<file path="config.mk">
export PLATFORM = sky130hd
export DESIGN_NAME = sric_host
export DESIGN_NICKNAME = d
export VERILOG_FILES = /design/src/core/sric_pkg.sv /design/src/core/sric_cmd_if.sv /design/src/core/sric_host.sv /design/src/core/sric_lite_master.sv
export SDC_FILE = /design/constraint.sdc
export NUM_CORES = 2
export LEC_CHECK = 0
export BUFFER_PORTS_ARGS = -buffer_cell sky130_fd_sc_hd__buf_4
export CAP_MARGIN = 20
export CORE_ASPECT_RATIO = 1.5
export CORE_MARGIN = 2
export CORE_UTILIZATION = 40
export CTS_CLUSTER_SIZE = 12
export DETAILED_ROUTE_END_ITERATION = 10
export HOLD_SLACK_MARGIN = 0.12
export SLEW_MARGIN = 20
export SYNTH_ARGS = -nofsm -noshare
export SYNTH_HDL_FRONTEND = slang
export SYNTH_SLANG_ARGS = --single-unit
</file>
<file path="constraint.sdc">
create_clock -name i_clock -period 3.8 [get_ports i_clock]
set_input_delay 0.76 -clock i_clock [delete_from_list [all_inputs] [get_ports i_clock]]
set_output_delay 0.76 -clock i_clock [all_outputs]
set_load 0.02 [all_outputs]
</file>
<file path="src/core/sric_pkg.sv">
// Package: constants and types for the stream request intake host controller
package sric_pkg;
  // Register offsets on the APB side
  localparam int unsigned APB_AW = 12;
  localparam logic [11:0] OFS_LITE_ADDR = 12'h000;
  localparam logic [11:0] OFS_LITE_WDATA = 12'h004;
  localparam logic [11:0] OFS_LITE_CTRL = 12'h008;
  localparam logic [11:0] OFS_LITE_STAT = 12'h00c;
  localparam logic [11:0] OFS_LITE_RDATA = 12'h010;
  localparam logic [11:0] OFS_RQ_ADDR = 12'h014;
  localparam logic [11:0] OFS_RQ_CTRL = 12'h018;
  localparam logic [11:0] OFS_RQ_STAT = 12'h01c;
  localparam logic [11:0] OFS_RQ_DATA = 12'h040;
  localparam logic [11:0] OFS_RQ_MASK = 12'h090;
  localparam int unsigned DATA_WORDS = 20;
  localparam int unsigned MASK_WORDS = 3;
  // Field positions
  localparam int unsigned LCTL_WRITE_BIT = 0;
  localparam int unsigned LCTL_STRB_LSB = 4;
  localparam int unsigned LSTAT_BUSY_BIT = 0;
  localparam int unsigned LSTAT_DONE_BIT = 1;
  localparam int unsigned LSTAT_RESP_LSB = 2;
  localparam int unsigned RCTL_TYPE_BIT = 0;
  localparam int unsigned RCTL_EXT_LSB = 1;
  localparam int unsigned RSTAT_PEND_BIT = 0;
  localparam int unsigned RSTAT_TID_LSB = 8;
  localparam int unsigned RSTAT_CNT_LSB = 16;
  // Sideband layout
  localparam int unsigned TU_DHI_LSB = 128;
  localparam int unsigned TU_MASK_LSB = 40;
  localparam int unsigned TU_TYPE_BIT = 35;
  localparam int unsigned TU_EXT_LSB = 32;
  localparam int unsigned TU_ADDR_LSB = 0;
  // Widths
  localparam int unsigned LITE_AW = 7;
  localparam int unsigned PROT_W = 3;
  localparam int unsigned STRB_W = 4;
  localparam int unsigned RESP_W = 2;
  localparam int unsigned EXT_W = 3;
  localparam int unsigned TID_W = 8;
  localparam int unsigned CNT_W = 16;
  localparam int unsigned TDATA_W = 512;
  localparam int unsigned TUSER_W = 256;
  localparam int unsigned DHI_W = 128;
  localparam int unsigned MASK_W = 80;
  // Reset values and defaults
  localparam logic [31:0] RST_WORD = 32'h0000_0000;
  localparam logic [PROT_W-1:0] PROT_VALUE = 3'h0;
  localparam logic [RESP_W-1:0] RESP_OKAY = 2'h0;
  localparam logic [TID_W-1:0] RST_TID = 8'h00;
  localparam int unsigned RQ_ALIGN_DEF = 6;
  typedef enum logic [2:0] {
    ENG_IDLE = 3'b000,
    ENG_WR = 3'b001,
    ENG_BR = 3'b010,
    ENG_AR = 3'b011,
    ENG_RD = 3'b100
  } sric_eng_state_t;
endpackage

</file>
<file path="src/core/sric_cmd_if.sv">
// Interface: command and result between the host top and its register engine
`timescale 1ns/10ps
`default_nettype none
interface sric_cmd_if;
  import sric_pkg::*;
  logic start;
  logic write;
  logic [LITE_AW-1:0] addr;
  logic [31:0] wdata;
  logic [STRB_W-1:0] strb;
  logic busy;
  logic done;
  logic [RESP_W-1:0] resp;
  logic [31:0] rdata;
  modport ctl (output start, write, addr, wdata, strb, input busy, done, resp, rdata);
  modport eng (input start, write, addr, wdata, strb, output busy, done, resp, rdata);
endinterface
`default_nettype wire

</file>
<file path="src/core/sric_host.sv">
// Module: host controller driving the request stream and register port
//
// Decided for this implementation: the register addresses and the APB interface to the registers.
`timescale 1ns/10ps
`default_nettype none
module sric_host
  import sric_pkg::*;
#(
  parameter int unsigned ALIGN_BITS = RQ_ALIGN_DEF
) (
  // Clock and reset
  input wire logic i_clock,
  input wire logic i_rstn,
  // APB slave
  input wire logic i_psel,
  input wire logic i_penable,
  input wire logic i_pwrite,
  input wire logic [APB_AW-1:0] i_paddr,
  input wire logic [31:0] i_pwdata,
  output logic [31:0] o_prdata,
  output logic o_pready,
  output logic o_pslverr,
  // Register port master toward the device
  output logic [LITE_AW-1:0] o_csr_awaddr,
  output logic [PROT_W-1:0] o_csr_awprot,
  output logic o_csr_awvalid,
  input wire logic i_csr_awready,
  output logic [31:0] o_csr_wdata,
  output logic [STRB_W-1:0] o_csr_wstrb,
  output logic o_csr_wvalid,
  input wire logic i_csr_wready,
  input wire logic [RESP_W-1:0] i_csr_bresp,
  input wire logic i_csr_bvalid,
  output logic o_csr_bready,
  output logic [LITE_AW-1:0] o_csr_araddr,
  output logic [PROT_W-1:0] o_csr_arprot,
  output logic o_csr_arvalid,
  input wire logic i_csr_arready,
  input wire logic [31:0] i_csr_rdata,
  input wire logic [RESP_W-1:0] i_csr_rresp,
  input wire logic i_csr_rvalid,
  output logic o_csr_rready,
  // Request stream master
  output logic [TDATA_W-1:0] o_rqst_tdata,
  output logic [TUSER_W-1:0] o_rqst_tuser,
  output logic o_rqst_tlast,
  output logic [TID_W-1:0] o_rqst_tid,
  output logic o_rqst_tvalid,
  input wire logic i_rqst_tready
);
  sric_cmd_if cmd ();

  // APB state
  logic pready_q, pready_d, pslverr_q, pslverr_d;
  logic [31:0] prdata_q, prdata_d;
  logic acc_wr;
  // Register-port staging
  logic [LITE_AW-1:0] laddr_q, laddr_d;
  logic [31:0] lwdata_q, lwdata_d;
  logic lwrite_q, lwrite_d;
  logic [STRB_W-1:0] lstrb_q, lstrb_d;
  logic lstart_q, lstart_d, ldone_q, ldone_d;
  logic [PROT_W-1:0] prot_q;
  // Request staging
  logic [31:0] raddr_q, raddr_d;
  logic [31:0] dw_q [DATA_WORDS];
  logic [31:0] dw_d [DATA_WORDS];
  logic [31:0] mw_q [MASK_WORDS];
  logic [31:0] mw_d [MASK_WORDS];
  // Stream state
  logic tvalid_q, tvalid_d, tlast_q, tlast_d;
  logic [TID_W-1:0] tid_q, tid_d, ntid_q, ntid_d, ltid_q, ltid_d;
  logic [CNT_W-1:0] cnt_q, cnt_d;
  logic [TDATA_W-1:0] tdata_q, tdata_d;
  logic [TUSER_W-1:0] tuser_q, tuser_d;
  logic [31:0] amask;

  function automatic logic is_data(input logic [APB_AW-1:0] a);
    return (a >= OFS_RQ_DATA) && (a < OFS_RQ_MASK) && (a[1:0] == 2'b00);
  endfunction

  function automatic logic is_mask(input logic [APB_AW-1:0] a);
    return (a >= OFS_RQ_MASK) && (a < OFS_RQ_MASK + 12'(4 * MASK_WORDS))
      && (a[1:0] == 2'b00);
  endfunction

  function automatic logic hit(input logic [APB_AW-1:0] a);
    return is_data(a) || is_mask(a) || (a inside {OFS_LITE_ADDR, OFS_LITE_WDATA,
      OFS_LITE_CTRL, OFS_LITE_STAT, OFS_LITE_RDATA, OFS_RQ_ADDR, OFS_RQ_CTRL,
      OFS_RQ_STAT});
  endfunction

  function automatic logic [31:0] rd_word(input logic [APB_AW-1:0] a);
    logic [31:0] v;
    v = RST_WORD;
    if (is_data(a)) begin
      v = dw_q[5'((a - OFS_RQ_DATA) >> 2)];
    end else if (is_mask(a)) begin
      v = mw_q[2'((a - OFS_RQ_MASK) >> 2)];
    end else begin
      case (a)
        OFS_LITE_ADDR: v[LITE_AW-1:0] = laddr_q;
        OFS_LITE_WDATA: v = lwdata_q;
        OFS_LITE_CTRL: begin
          v[LCTL_WRITE_BIT] = lwrite_q;
          v[LCTL_STRB_LSB +: STRB_W] = lstrb_q;
        end
        OFS_LITE_STAT: begin
          v[LSTAT_BUSY_BIT] = cmd.busy | lstart_q | cmd.done;
          v[LSTAT_DONE_BIT] = ldone_q;
          v[LSTAT_RESP_LSB +: RESP_W] = cmd.resp;
        end
        OFS_LITE_RDATA: v = cmd.rdata;
        OFS_RQ_ADDR: v = raddr_q;
        OFS_RQ_CTRL: begin
          v[RCTL_TYPE_BIT] = tuser_q[TU_TYPE_BIT];
          v[RCTL_EXT_LSB +: EXT_W] = tuser_q[TU_EXT_LSB +: EXT_W];
        end
        OFS_RQ_STAT: begin
          v[RSTAT_PEND_BIT] = tvalid_q;
          v[RSTAT_TID_LSB +: TID_W] = ltid_q;
          v[RSTAT_CNT_LSB +: CNT_W] = cnt_q;
        end
        default: v = RST_WORD;
      endcase
    end
    return v;
  endfunction

  // Slave answers in the first cycle of the access phase
  always_comb begin
    pready_d = i_psel && !i_penable;
    pslverr_d = pslverr_q;
    prdata_d = prdata_q;
    if (i_psel && !i_penable) begin
      pslverr_d = !hit(i_paddr);
      prdata_d = i_pwrite ? RST_WORD : rd_word(i_paddr);
    end
  end

  always_ff @(posedge i_clock or negedge i_rstn) begin
    if (!i_rstn) begin
      pready_q <= 1'b0;
      pslverr_q <= 1'b0;
      prdata_q <= RST_WORD;
    end else begin
      pready_q <= pready_d;
      pslverr_q <= pslverr_d;
      prdata_q <= prdata_d;
    end
  end

  assign acc_wr = i_psel && i_penable && pready_q && i_pwrite && !pslverr_q;

  // Register-port commands; a launch while busy is dropped
  always_comb begin
    laddr_d = laddr_q;
    lwdata_d = lwdata_q;
    lwrite_d = lwrite_q;
    lstrb_d = lstrb_q;
    lstart_d = 1'b0;
    ldone_d = ldone_q;
    if (acc_wr && i_paddr == OFS_LITE_ADDR) laddr_d = i_pwdata[LITE_AW-1:0];
    if (acc_wr && i_paddr == OFS_LITE_WDATA) lwdata_d = i_pwdata;
    if (acc_wr && i_paddr == OFS_LITE_CTRL && !cmd.busy && !lstart_q && !cmd.done) begin
      lwrite_d = i_pwdata[LCTL_WRITE_BIT];
      lstrb_d = i_pwdata[LCTL_STRB_LSB +: STRB_W];
      lstart_d = 1'b1;
      ldone_d = 1'b0;
    end
    if (cmd.done) ldone_d = 1'b1;
  end

  always_ff @(posedge i_clock or negedge i_rstn) begin
    if (!i_rstn) begin
      laddr_q <= '0;
      lwdata_q <= RST_WORD;
      lwrite_q <= 1'b0;
      lstrb_q <= '0;
      lstart_q <= 1'b0;
      ldone_q <= 1'b0;
      prot_q <= PROT_VALUE;
    end else begin
      laddr_q <= laddr_d;
      lwdata_q <= lwdata_d;
      lwrite_q <= lwrite_d;
      lstrb_q <= lstrb_d;
      lstart_q <= lstart_d;
      ldone_q <= ldone_d;
      prot_q <= PROT_VALUE;
    end
  end

  assign cmd.start = lstart_q;
  assign cmd.write = lwrite_q;
  assign cmd.addr = laddr_q;
  assign cmd.wdata = lwdata_q;
  assign cmd.strb = lstrb_q;

  // Request staging words; editing them never disturbs a pending beat
  always_comb begin
    raddr_d = raddr_q;
    dw_d = dw_q;
    mw_d = mw_q;
    if (acc_wr && i_paddr == OFS_RQ_ADDR) raddr_d = i_pwdata;
    if (acc_wr && is_data(i_paddr)) dw_d[5'((i_paddr - OFS_RQ_DATA) >> 2)] = i_pwdata;
    if (acc_wr && is_mask(i_paddr)) mw_d[2'((i_paddr - OFS_RQ_MASK) >> 2)] = i_pwdata;
  end

  always_ff @(posedge i_clock or negedge i_rstn) begin
    if (!i_rstn) begin
      raddr_q <= RST_WORD;
      for (int i = 0; i < DATA_WORDS; i++) dw_q[i] <= RST_WORD;
      for (int i = 0; i < MASK_WORDS; i++) mw_q[i] <= RST_WORD;
    end else begin
      raddr_q <= raddr_d;
      dw_q <= dw_d;
      mw_q <= mw_d;
    end
  end

  // low bits forced to the request size boundary
  assign amask = ~((32'h1 << ALIGN_BITS) - 32'h1);

  // Stream master; a new launch is refused while a beat is pending
  always_comb begin
    tvalid_d = tvalid_q;
    tlast_d = tlast_q;
    tid_d = tid_q;
    ntid_d = ntid_q;
    ltid_d = ltid_q;
    cnt_d = cnt_q;
    tdata_d = tdata_q;
    tuser_d = tuser_q;
    if (tvalid_q && i_rqst_tready) begin
      tvalid_d = 1'b0;
      tlast_d = 1'b0;
      ltid_d = tid_q;
      cnt_d = cnt_q + 16'h0001;
    end
    if (acc_wr && i_paddr == OFS_RQ_CTRL && !tvalid_q) begin
      for (int i = 0; i < 16; i++) tdata_d[i*32 +: 32] = dw_q[i];
      tuser_d = '0;
      tuser_d[TU_DHI_LSB +: DHI_W] = {dw_q[19], dw_q[18], dw_q[17], dw_q[16]};
      tuser_d[TU_MASK_LSB +: MASK_W] = {mw_q[2][15:0], mw_q[1], mw_q[0]};
      tuser_d[TU_TYPE_BIT] = i_pwdata[RCTL_TYPE_BIT];
      tuser_d[TU_EXT_LSB +: EXT_W] = i_pwdata[RCTL_EXT_LSB +: EXT_W];
      tuser_d[TU_ADDR_LSB +: 32] = raddr_q & amask;
      tid_d = ntid_q;
      ntid_d = ntid_q + 8'h01;
      tvalid_d = 1'b1;
      tlast_d = 1'b1;
    end
  end

  always_ff @(posedge i_clock or negedge i_rstn) begin
    if (!i_rstn) begin
      tvalid_q <= 1'b0;
      tlast_q <= 1'b0;
      tid_q <= RST_TID;
      ntid_q <= RST_TID;
      ltid_q <= RST_TID;
      cnt_q <= '0;
      tdata_q <= '0;
      tuser_q <= '0;
    end else begin
      tvalid_q <= tvalid_d;
      tlast_q <= tlast_d;
      tid_q <= tid_d;
      ntid_q <= ntid_d;
      ltid_q <= ltid_d;
      cnt_q <= cnt_d;
      tdata_q <= tdata_d;
      tuser_q <= tuser_d;
    end
  end

  sric_lite_master i_sric_lite_master (
    .i_clock(i_clock),
    .i_rstn(i_rstn),
    .cmd(cmd.eng),
    .o_awaddr(o_csr_awaddr),
    .o_awvalid(o_csr_awvalid),
    .i_awready(i_csr_awready),
    .o_wdata(o_csr_wdata),
    .o_wstrb(o_csr_wstrb),
    .o_wvalid(o_csr_wvalid),
    .i_wready(i_csr_wready),
    .i_bresp(i_csr_bresp),
    .i_bvalid(i_csr_bvalid),
    .o_bready(o_csr_bready),
    .o_araddr(o_csr_araddr),
    .o_arvalid(o_csr_arvalid),
    .i_arready(i_csr_arready),
    .i_rdata(i_csr_rdata),
    .i_rresp(i_csr_rresp),
    .i_rvalid(i_csr_rvalid),
    .o_rready(o_csr_rready)
  );

  assign o_prdata = prdata_q;
  assign o_pready = pready_q;
  assign o_pslverr = pslverr_q;
  assign o_csr_awprot = prot_q;
  assign o_csr_arprot = prot_q;
  assign o_rqst_tdata = tdata_q;
  assign o_rqst_tuser = tuser_q;
  assign o_rqst_tlast = tlast_q;
  assign o_rqst_tid = tid_q;
  assign o_rqst_tvalid = tvalid_q;
endmodule // sric_host
`default_nettype wire

</file>
<file path="src/core/sric_lite_master.sv">
// Module: single-access register-port master toward the device
`timescale 1ns/10ps
`default_nettype none
module sric_lite_master
  import sric_pkg::*;
(
  // Clock and reset
  input wire logic i_clock,
  input wire logic i_rstn,
  // Command side
  sric_cmd_if.eng cmd,
  // Register port master
  output logic [LITE_AW-1:0] o_awaddr,
  output logic o_awvalid,
  input wire logic i_awready,
  output logic [31:0] o_wdata,
  output logic [STRB_W-1:0] o_wstrb,
  output logic o_wvalid,
  input wire logic i_wready,
  input wire logic [RESP_W-1:0] i_bresp,
  input wire logic i_bvalid,
  output logic o_bready,
  output logic [LITE_AW-1:0] o_araddr,
  output logic o_arvalid,
  input wire logic i_arready,
  input wire logic [31:0] i_rdata,
  input wire logic [RESP_W-1:0] i_rresp,
  input wire logic i_rvalid,
  output logic o_rready
);
  sric_eng_state_t st_q, st_d;
  logic awv_q, awv_d, wv_q, wv_d, br_q, br_d, arv_q, arv_d, rr_q, rr_d;
  logic done_q, done_d;
  logic [LITE_AW-1:0] awa_q, awa_d, ara_q, ara_d;
  logic [31:0] wd_q, wd_d, rd_q, rd_d;
  logic [STRB_W-1:0] ws_q, ws_d;
  logic [RESP_W-1:0] resp_q, resp_d;

  always_comb begin
    st_d = st_q;
    awv_d = awv_q;
    wv_d = wv_q;
    br_d = br_q;
    arv_d = arv_q;
    rr_d = rr_q;
    awa_d = awa_q;
    ara_d = ara_q;
    wd_d = wd_q;
    ws_d = ws_q;
    rd_d = rd_q;
    resp_d = resp_q;
    done_d = 1'b0;
    case (st_q)
      ENG_IDLE: begin
        if (cmd.start && cmd.write) begin
          awa_d = cmd.addr;
          wd_d = cmd.wdata;
          ws_d = cmd.strb;
          awv_d = 1'b1;
          wv_d = 1'b1;
          st_d = ENG_WR;
        end else if (cmd.start) begin
          ara_d = cmd.addr;
          arv_d = 1'b1;
          st_d = ENG_AR;
        end
      end
      ENG_WR: begin
        if (awv_q && i_awready) awv_d = 1'b0;
        if (wv_q && i_wready) wv_d = 1'b0;
        if (!awv_d && !wv_d) begin
          br_d = 1'b1;
          st_d = ENG_BR;
        end
      end
      ENG_BR: begin
        if (i_bvalid) begin
          resp_d = i_bresp;
          br_d = 1'b0;
          done_d = 1'b1;
          st_d = ENG_IDLE;
        end
      end
      ENG_AR: begin
        if (i_arready) begin
          arv_d = 1'b0;
          rr_d = 1'b1;
          st_d = ENG_RD;
        end
      end
      ENG_RD: begin
        if (i_rvalid) begin
          rd_d = i_rdata;
          resp_d = i_rresp;
          rr_d = 1'b0;
          done_d = 1'b1;
          st_d = ENG_IDLE;
        end
      end
      default: begin
        st_d = ENG_IDLE;
        awv_d = 1'b0;
        wv_d = 1'b0;
        br_d = 1'b0;
        arv_d = 1'b0;
        rr_d = 1'b0;
      end
    endcase
  end

  always_ff @(posedge i_clock or negedge i_rstn) begin
    if (!i_rstn) begin
      st_q <= ENG_IDLE;
      awv_q <= 1'b0;
      wv_q <= 1'b0;
      br_q <= 1'b0;
      arv_q <= 1'b0;
      rr_q <= 1'b0;
      awa_q <= '0;
      ara_q <= '0;
      wd_q <= RST_WORD;
      ws_q <= '0;
      rd_q <= RST_WORD;
      resp_q <= RESP_OKAY;
      done_q <= 1'b0;
    end else begin
      st_q <= st_d;
      awv_q <= awv_d;
      wv_q <= wv_d;
      br_q <= br_d;
      arv_q <= arv_d;
      rr_q <= rr_d;
      awa_q <= awa_d;
      ara_q <= ara_d;
      wd_q <= wd_d;
      ws_q <= ws_d;
      rd_q <= rd_d;
      resp_q <= resp_d;
      done_q <= done_d;
    end
  end

  assign o_awaddr = awa_q;
  assign o_awvalid = awv_q;
  assign o_wdata = wd_q;
  assign o_wstrb = ws_q;
  assign o_wvalid = wv_q;
  assign o_bready = br_q;
  assign o_araddr = ara_q;
  assign o_arvalid = arv_q;
  assign o_rready = rr_q;
  assign cmd.busy = (st_q != ENG_IDLE);
  assign cmd.done = done_q;
  assign cmd.resp = resp_q;
  assign cmd.rdata = rd_q;
endmodule // sric_lite_master
`default_nettype wire

</file>
# [After elaboration in Yosys (flattened, before gate mapping)]
# Index checks and enable logic that the tools add are counted.
[word_totals] output_inout_bits=873 register_bits=1732 wordCells=207 inputBits=91
[op_classes] addsub=4 bitwise_logic=9 magnitude_cmp=8 reduce_logical=59 n_eq_ne=19 muxes=55
[ops] op="640-bit bitwise mux" n=1
[ops] op="32-bit 2-to-1 mux" n=9
[ops] op="32-bit binary-select mux with 5-bit select" n=1
[ops] op="32-bit demux with 5-bit select" n=1
[ops] op="96-bit bitwise mux" n=1
[ops] op="24-bit one-hot mux with 4 select lines" n=1
[ops] op="32-bit binary-select mux with 2-bit select" n=1
[ops] op="32-bit demux with 2-bit select" n=1
[ops] op="12-bit by 5-bit == test with 1-bit output, second input constant" n=4
[ops] op="3-bit one-hot mux with 5 select lines" n=2
[ops] op="1-bit logical AND" n=27
[ops] op="12-bit by 4-bit == test with 1-bit output, second input constant" n=2
[ops] op="12-bit by 8-bit less-than comparator with 1-bit output, second input constant" n=2
[ops] op="1-bit 2-to-1 mux" n=19
[ops] op="3-bit 2-to-1 mux" n=6
[ops] op="3-bit one-hot mux with 6 select lines" n=1
[ops] op="16-bit by 1-bit adder with 16-bit output, second input constant" n=1
[ops] op="1-bit one-hot mux with 3 select lines" n=5
[ops] op="12-bit by 3-bit == test with 1-bit output, second input constant" n=1
[ops] op="12-bit by 7-bit >= comparator with 1-bit output, second input constant" n=1
[ops] op="12-bit by 8-bit >= comparator with 1-bit output, second input constant" n=1
[ops] op="12-bit logical NOT" n=1
[ops] op="3-bit AND reduction" n=4
[ops] op="3-bit OR reduction" n=4
[ops] op="other kinds (32)" n=57

# [Longest topological paths before layout]
[depth] depth_word=10 depth_mapped=9 mapped_depth_nobuf=6

# [Cells and area by module]
# From an unflattened synthesis, not the netlist that was laid out.
[unflattened] hier_cells=6258 hier_area_um2=72972.5
[by_module_without_submodules] module="sric_host" area_each_um2=69131.3 cells_each=6021 n_inst=1 seq_area_each_um2=41014.3
[by_module_without_submodules] module="sric_lite_master" area_each_um2=3841.2 cells_each=237 n_inst=1 seq_area_each_um2=2327.2

# [Worst setup path before layout]
# OpenSTA, ideal clock, no wires.
[synth_timing] kind="input to register" start="input port i_paddr[11]" end="register dw_q[100] (netlist name)" setup_slack_ns=0.678 setup_time_ns=0.125 n_path_buf=2 t_required_ns=3.675 cell_stages=7 t_arrival_ns=2.998 cell_sequence="or4_1 > clkbuf_1 > nor4_2 > nand2_1 > nor4_2 > buf_2 > mux2_2"
[synth_via] elab_chain_len=4 elab_cells_between_ends=5 classes_between="order compare: 2; reduce/logical: 3"
[synth_lines] element="start: declaration" line_no="sric_host.sv:18" rtl="input wire logic [APB_AW-1:0] i_paddr,"
[synth_lines] element="12-bit by 7-bit >= comparator with 1-bit output or 12-bit by 8-bit less-than comparator with 1-bit output (tied branches)" line_no="sric_host.sv:79" rtl="return (a >= OFS_RQ_DATA) && (a < OFS_RQ_MASK) && (a[1:0] == 2'b00);"
[synth_lines] element="1-bit logical AND * (2 in series)" line_no="sric_host.sv:79"
[synth_lines] element="1-bit logical AND *" line_no="sric_host.sv:206" rtl="if (acc_wr && is_data(i_paddr)) dw_d[5'((i_paddr - OFS_RQ_DATA) >> 2)] = i_pwdata;"
[synth_lines] element="end signal: assignment" line_no="sric_host.sv:217" rtl="dw_q <= dw_d;"
[synth_lines] element="end: declaration" line_no="sric_host.sv:66" rtl="logic [31:0] dw_q [DATA_WORDS];"
# Every way passes the cells marked *; elsewhere a longest branch is shown, timed or not.
# A chain may end at the register's enable or synchronous reset.

# [Worst setup path after layout]
[layout_timing] start="input port i_paddr[11]" end="register tuser_q[131], in the netlist o_rqst_tuser[131]"
[layout_via] elab_chain_len=3
[layout_lines] element="12-bit by 5-bit == test with 1-bit output" line_no="sric_host.sv:241" rtl="if (acc_wr && i_paddr == OFS_RQ_CTRL && !tvalid_q) begin"
[layout_lines] element="1-bit logical AND (2 in series)" line_no="sric_host.sv:241"
[layout_lines] element="end signal: assignment" line_no="sric_host.sv:274" rtl="tuser_q <= tuser_d;"
[layout_lines] element="end: declaration" line_no="sric_host.sv:75" rtl="logic [TUSER_W-1:0] tuser_q, tuser_d;"
# Every way passes these cells.

==> metrics.csv <==
stage;metric;value;unit
power;power_per_cell_area;407.2;nW/um2
placement;portBuffers;939;
sta;relSlewSlack;34.92;%
yosys;synth-seq-area-share;59.74;%
detailed_routing;route.detailed.vias_per_inst;5.475;
detailed_routing;top_layer_used;met5;
critical_path;worstPathRequired;4.56;ns
critical_path;start_kind;input pin;
sta;hold_viol_final;0;
floorplan;design.core.area;180400;um2
critical_path;critical_path_class;input pin to flip-flop;
cts;cts_buffers;170;
detailed_routing;wl_met2;125600;um
global_routing;antenna_found_initial;16;
critical_path;arrival;3.68;ns
floorplan;dieWidth;351.7;um
critical_path;max_stage_delay;0.65;ns
detailed_routing;drt_iter0_markers;4551;
yosys;synth-warning-count;0;
sta;finalSetupViolCount;0;
yosys;synth_cells;6260;
floorplan;dieArea;184900;um2
cts;cts_resized;0;
placement;place_hpwl;200100;um
cts;clockRootBuffer;clkbuf_16;
finish;fillCellCount;16360;
finish;fin_area;88770;um2
sta;fmax;0.3427;GHz
status;status;finished, final reports clean;
detailed_routing;vias;53000;
detailed_routing;wl_met1;112300;um
detailed_routing;wl_per_cell;28.60;um
global_routing;grt_pass1_vias;54060;
cts;htreeDepth;4;
yosys;avgSynthCellArea;11.59;um2
floorplan;dieHeight;525.6;um
power;peakVddDrop;0.4606;mV
power;leakagePower;47.16;nW
global_routing;overflow;0;
cts;cts.sinks;1732;
sta;rsz0062_at_grt;false;
placement;routabilityCongestion;0.9282;
critical_path;cpMaxStageDelayCell;or4_1;
sta;tns;0;ns
critical_path;cp-end-kind;flip-flop;
floorplan;rows;191;
global_routing;grt_max_degree;131;
cts;clock_path_buffers;3;
run;drv_cap;0;
finish;multi_input_area;27450;um2
sta;drv_slew;0;
yosys;ys_types;72;
cts;cts_tree;built;
floorplan;start_util;40.21;%
global_routing;grt_first_pass_wirelength;395200;um
yosys;ys_seq_elements;1732;
cts;clk_latency;0.84;ns
yosys;synth_edf_count;0;
finish;seq_area;43340;um2
floorplan;boundaryPins;964;
cts;cts.clk_slew.worst_paths;0.06;ns
sta;period_share;76.78;%
placement;placedInstanceArea;83600;um2
sta;fin_skew;0.04647;ns
detailed_routing;drc;0;
cts;cts_hold_buf;11;
finish;area_growth;22.36;%
detailed_routing;firstDrtPassIters;6;
detailed_routing;final_antenna_net_count;0;
finish;nets;7288;
yosys;yosys_most_used_dff;dfrtp_1;
detailed_routing;totalWireLength;276900;um
critical_path;crit_chain;buf_4 > or4_1 > or4_4 > nor4_2 > buf_4 > buf_12 > nand2_1 > nand2_1;
sta;worst_slew_pin_slew;0.9762;ns
yosys;netlist_area;72550;um2
hold_path;hold_path.class;input pin to flip-flop;
cts;cts_setup_buffers;0;
sta;period_needed;2.918;ns
yosys;synthArstFlopShare;100.0;%
critical_path;cp_max_fo;58;
global_routing;grtUsageTotal;29.69;%
detailed_routing;met3_wirelength;23030;um
finish;drive_gt1_share;34.48;%
critical path: cells and delay by family:
| family | cells | cell delay [ns] |
|---|---|---|
| buf+inv | 3 | 0.99 |
| simple gates | 5 | 1.86 |
power by group:
| part | leakage (nW) | internal (mW) | total [mW] | switching, mW |
|---|---|---|---|---|
| Sequential | 24.1 | 18.5 | 18.6 | 0.0666 |
| Clock | 2.46 | 8.74 | 16.1 | 7.33 |
| Combinational | 20.6 | 0.391 | 1.50 | 1.11 |
path summary, 6_finish.rpt:
path / start / end / slack, ns / cells after the start
setup / recovery: i_paddr[11] / o_rqst_tuser[131] / 0.88 / 8
max in group asynchronous: i_rstn / o_prdata[3] / 1.91 / 3
setup reg to reg: o_pslverr / o_rqst_tuser[131] / 0.91 / 7
hold reg to reg: o_rqst_tdata[480] / o_rqst_tdata[480] / 0.47 / 2
hold / removal: i_csr_rdata[3] / i_sric_lite_master.cmd.rdata[3] / 0.17 / 2
min in group asynchronous: i_rstn / dw_q[523] / 0.51 / 2
final cells by class:
cell class / instances / area share, %
Tap cell: 2412 / 3.400
Multi-Input combinational cell: 4089 / 30.92
Clock inverter: 24 / 0.4736
Sequential cell: 1732 / 48.82
Inverter: 11 / 0.04651
Antenna cell: 6 / 0.01691
Clock buffer: 216 / 5.214
Timing Repair Buffer: 1191 / 11.11
through the flow:
| step | utilization (%) | cells | setup slack [ns] | hold slack (ns) | total power [mW] |
|---|---|---|---|---|---|
| finish | 49.20 | 9681 | 0.8824 | 0.1722 | 36.15 |
| global route | 49.20 | 9678 | 0.8327 | 0.1586 | 37.21 |
| CTS | 49.19 | 9675 | 0.9750 | 0.1217 | 36.44 |
| detailed placement | 46.33 | 9424 | 0.1482 | 0.4631 | 20.41 |
| global placement | 46.33 | 9424 | 0.08051 | 0.4592 | 20.39 |
| floorplan | - | 6283 | 0.6776 | 0.4415 | 19.42 |
routing by layer:
layer,vias to the layer above,global-route usage (%)
met5,-,0
met4,4,15.42
met3,507,6.930
met2,2208,45.59
met1,27570,39.13
li1,22710,-
registers in the layout, indices dropped and copies added, names as in the netlist, 2 cells and up:
register,flops
i_sric_lite_master.st_q,3
cnt_q,16
cmd.wdata,32
i_sric_lite_master.o_wstrb,4
i_sric_lite_master.cmd.rdata,32
cmd.strb,4
o_prdata,32
i_sric_lite_master.o_araddr,7
ntid_q,8
mw_q,96
i_sric_lite_master.cmd.resp,2
dw_q,640
raddr_q,32
cmd.addr,7
o_rqst_tuser,238
o_rqst_tdata,512
i_sric_lite_master.o_awaddr,7
ltid_q,8
o_rqst_tid,8
i_sric_lite_master.o_wdata,32
Yosys cell counts, drive strengths merged, types with 5 or more instances:
cell	number	area [um2]
a21oi	64	320.3
a211oi	8	60.06
xnor2	15	131.4
o211ai	15	112.6
clkbuf	176	661.9
or3	5	31.28
mux2	928	10450
mux2i	123	1231
nor3	24	170.2
or4	8	67.56
a31oi	6	37.54
a22o	9	78.83
nor4	14	100.1
o2bb2ai	10	87.58
nand2b	5	31.28
o21ai	49	245.2
o2111ai	6	52.55
a31o	5	43.79
a2bb2oi	5	43.79
dfrtp	1732	43340
inv	10	37.54
nor3b	5	37.54
nor2	61	229.0
and2	7	43.79
a221oi	18	157.7
a32oi	5	43.79
nand4	7	43.79
o22ai	9	56.30
or2	5	31.28
a32o	11	110.1
nand3	38	190.2
buf	275	1396
mux4	144	3243
nand2	2367	8885
a22oi	24	180.2
xor2	7	61.31
nor2b	10	62.56
cell usage in the layout (no fill, tap or decap), types with 14 or more instances in the layout:
master	synthesis	routed
nand2_1	2367	2365
dfrtp_1	1732	1732
buf_4	25	1108
mux2_2	908	908
clkbuf_16	0	171
mux4_2	144	144
mux2i_1	123	123
buf_12	0	68
a21oi_1	64	63
o21ai_0	49	49
nor2_1	61	47
nand3_1	38	38
clkbuf_1	175	27
a22oi_1	24	24
conb_1	1	24
mux2_1	20	20
a221oi_1	18	18
clkbuf_8	0	18
xnor2_1	15	15
o211ai_1	15	15
nor2_4	0	14
kinds of logic (layout without fill, tap and decap cells):
kind of cell / count (synthesis) / in the layout / synth area share [%]
XOR/XNOR: 22 / 22 / 0.2656
buffers and inverters: 462 / 1442 / 2.894
multiplexers: 1195 / 1195 / 20.57
AO/OA/AOI/OAI: 276 / 276 / 2.651
adder cells (fa/ha/maj): 2 / 2 / 0.03449
flip-flops: 1732 / 1732 / 59.74
AND/OR/NAND/NOR: 2570 / 2570 / 13.84
other: 1 / 30 / 0.005169
Note: power is estimated with default switching activity, not from simulation.
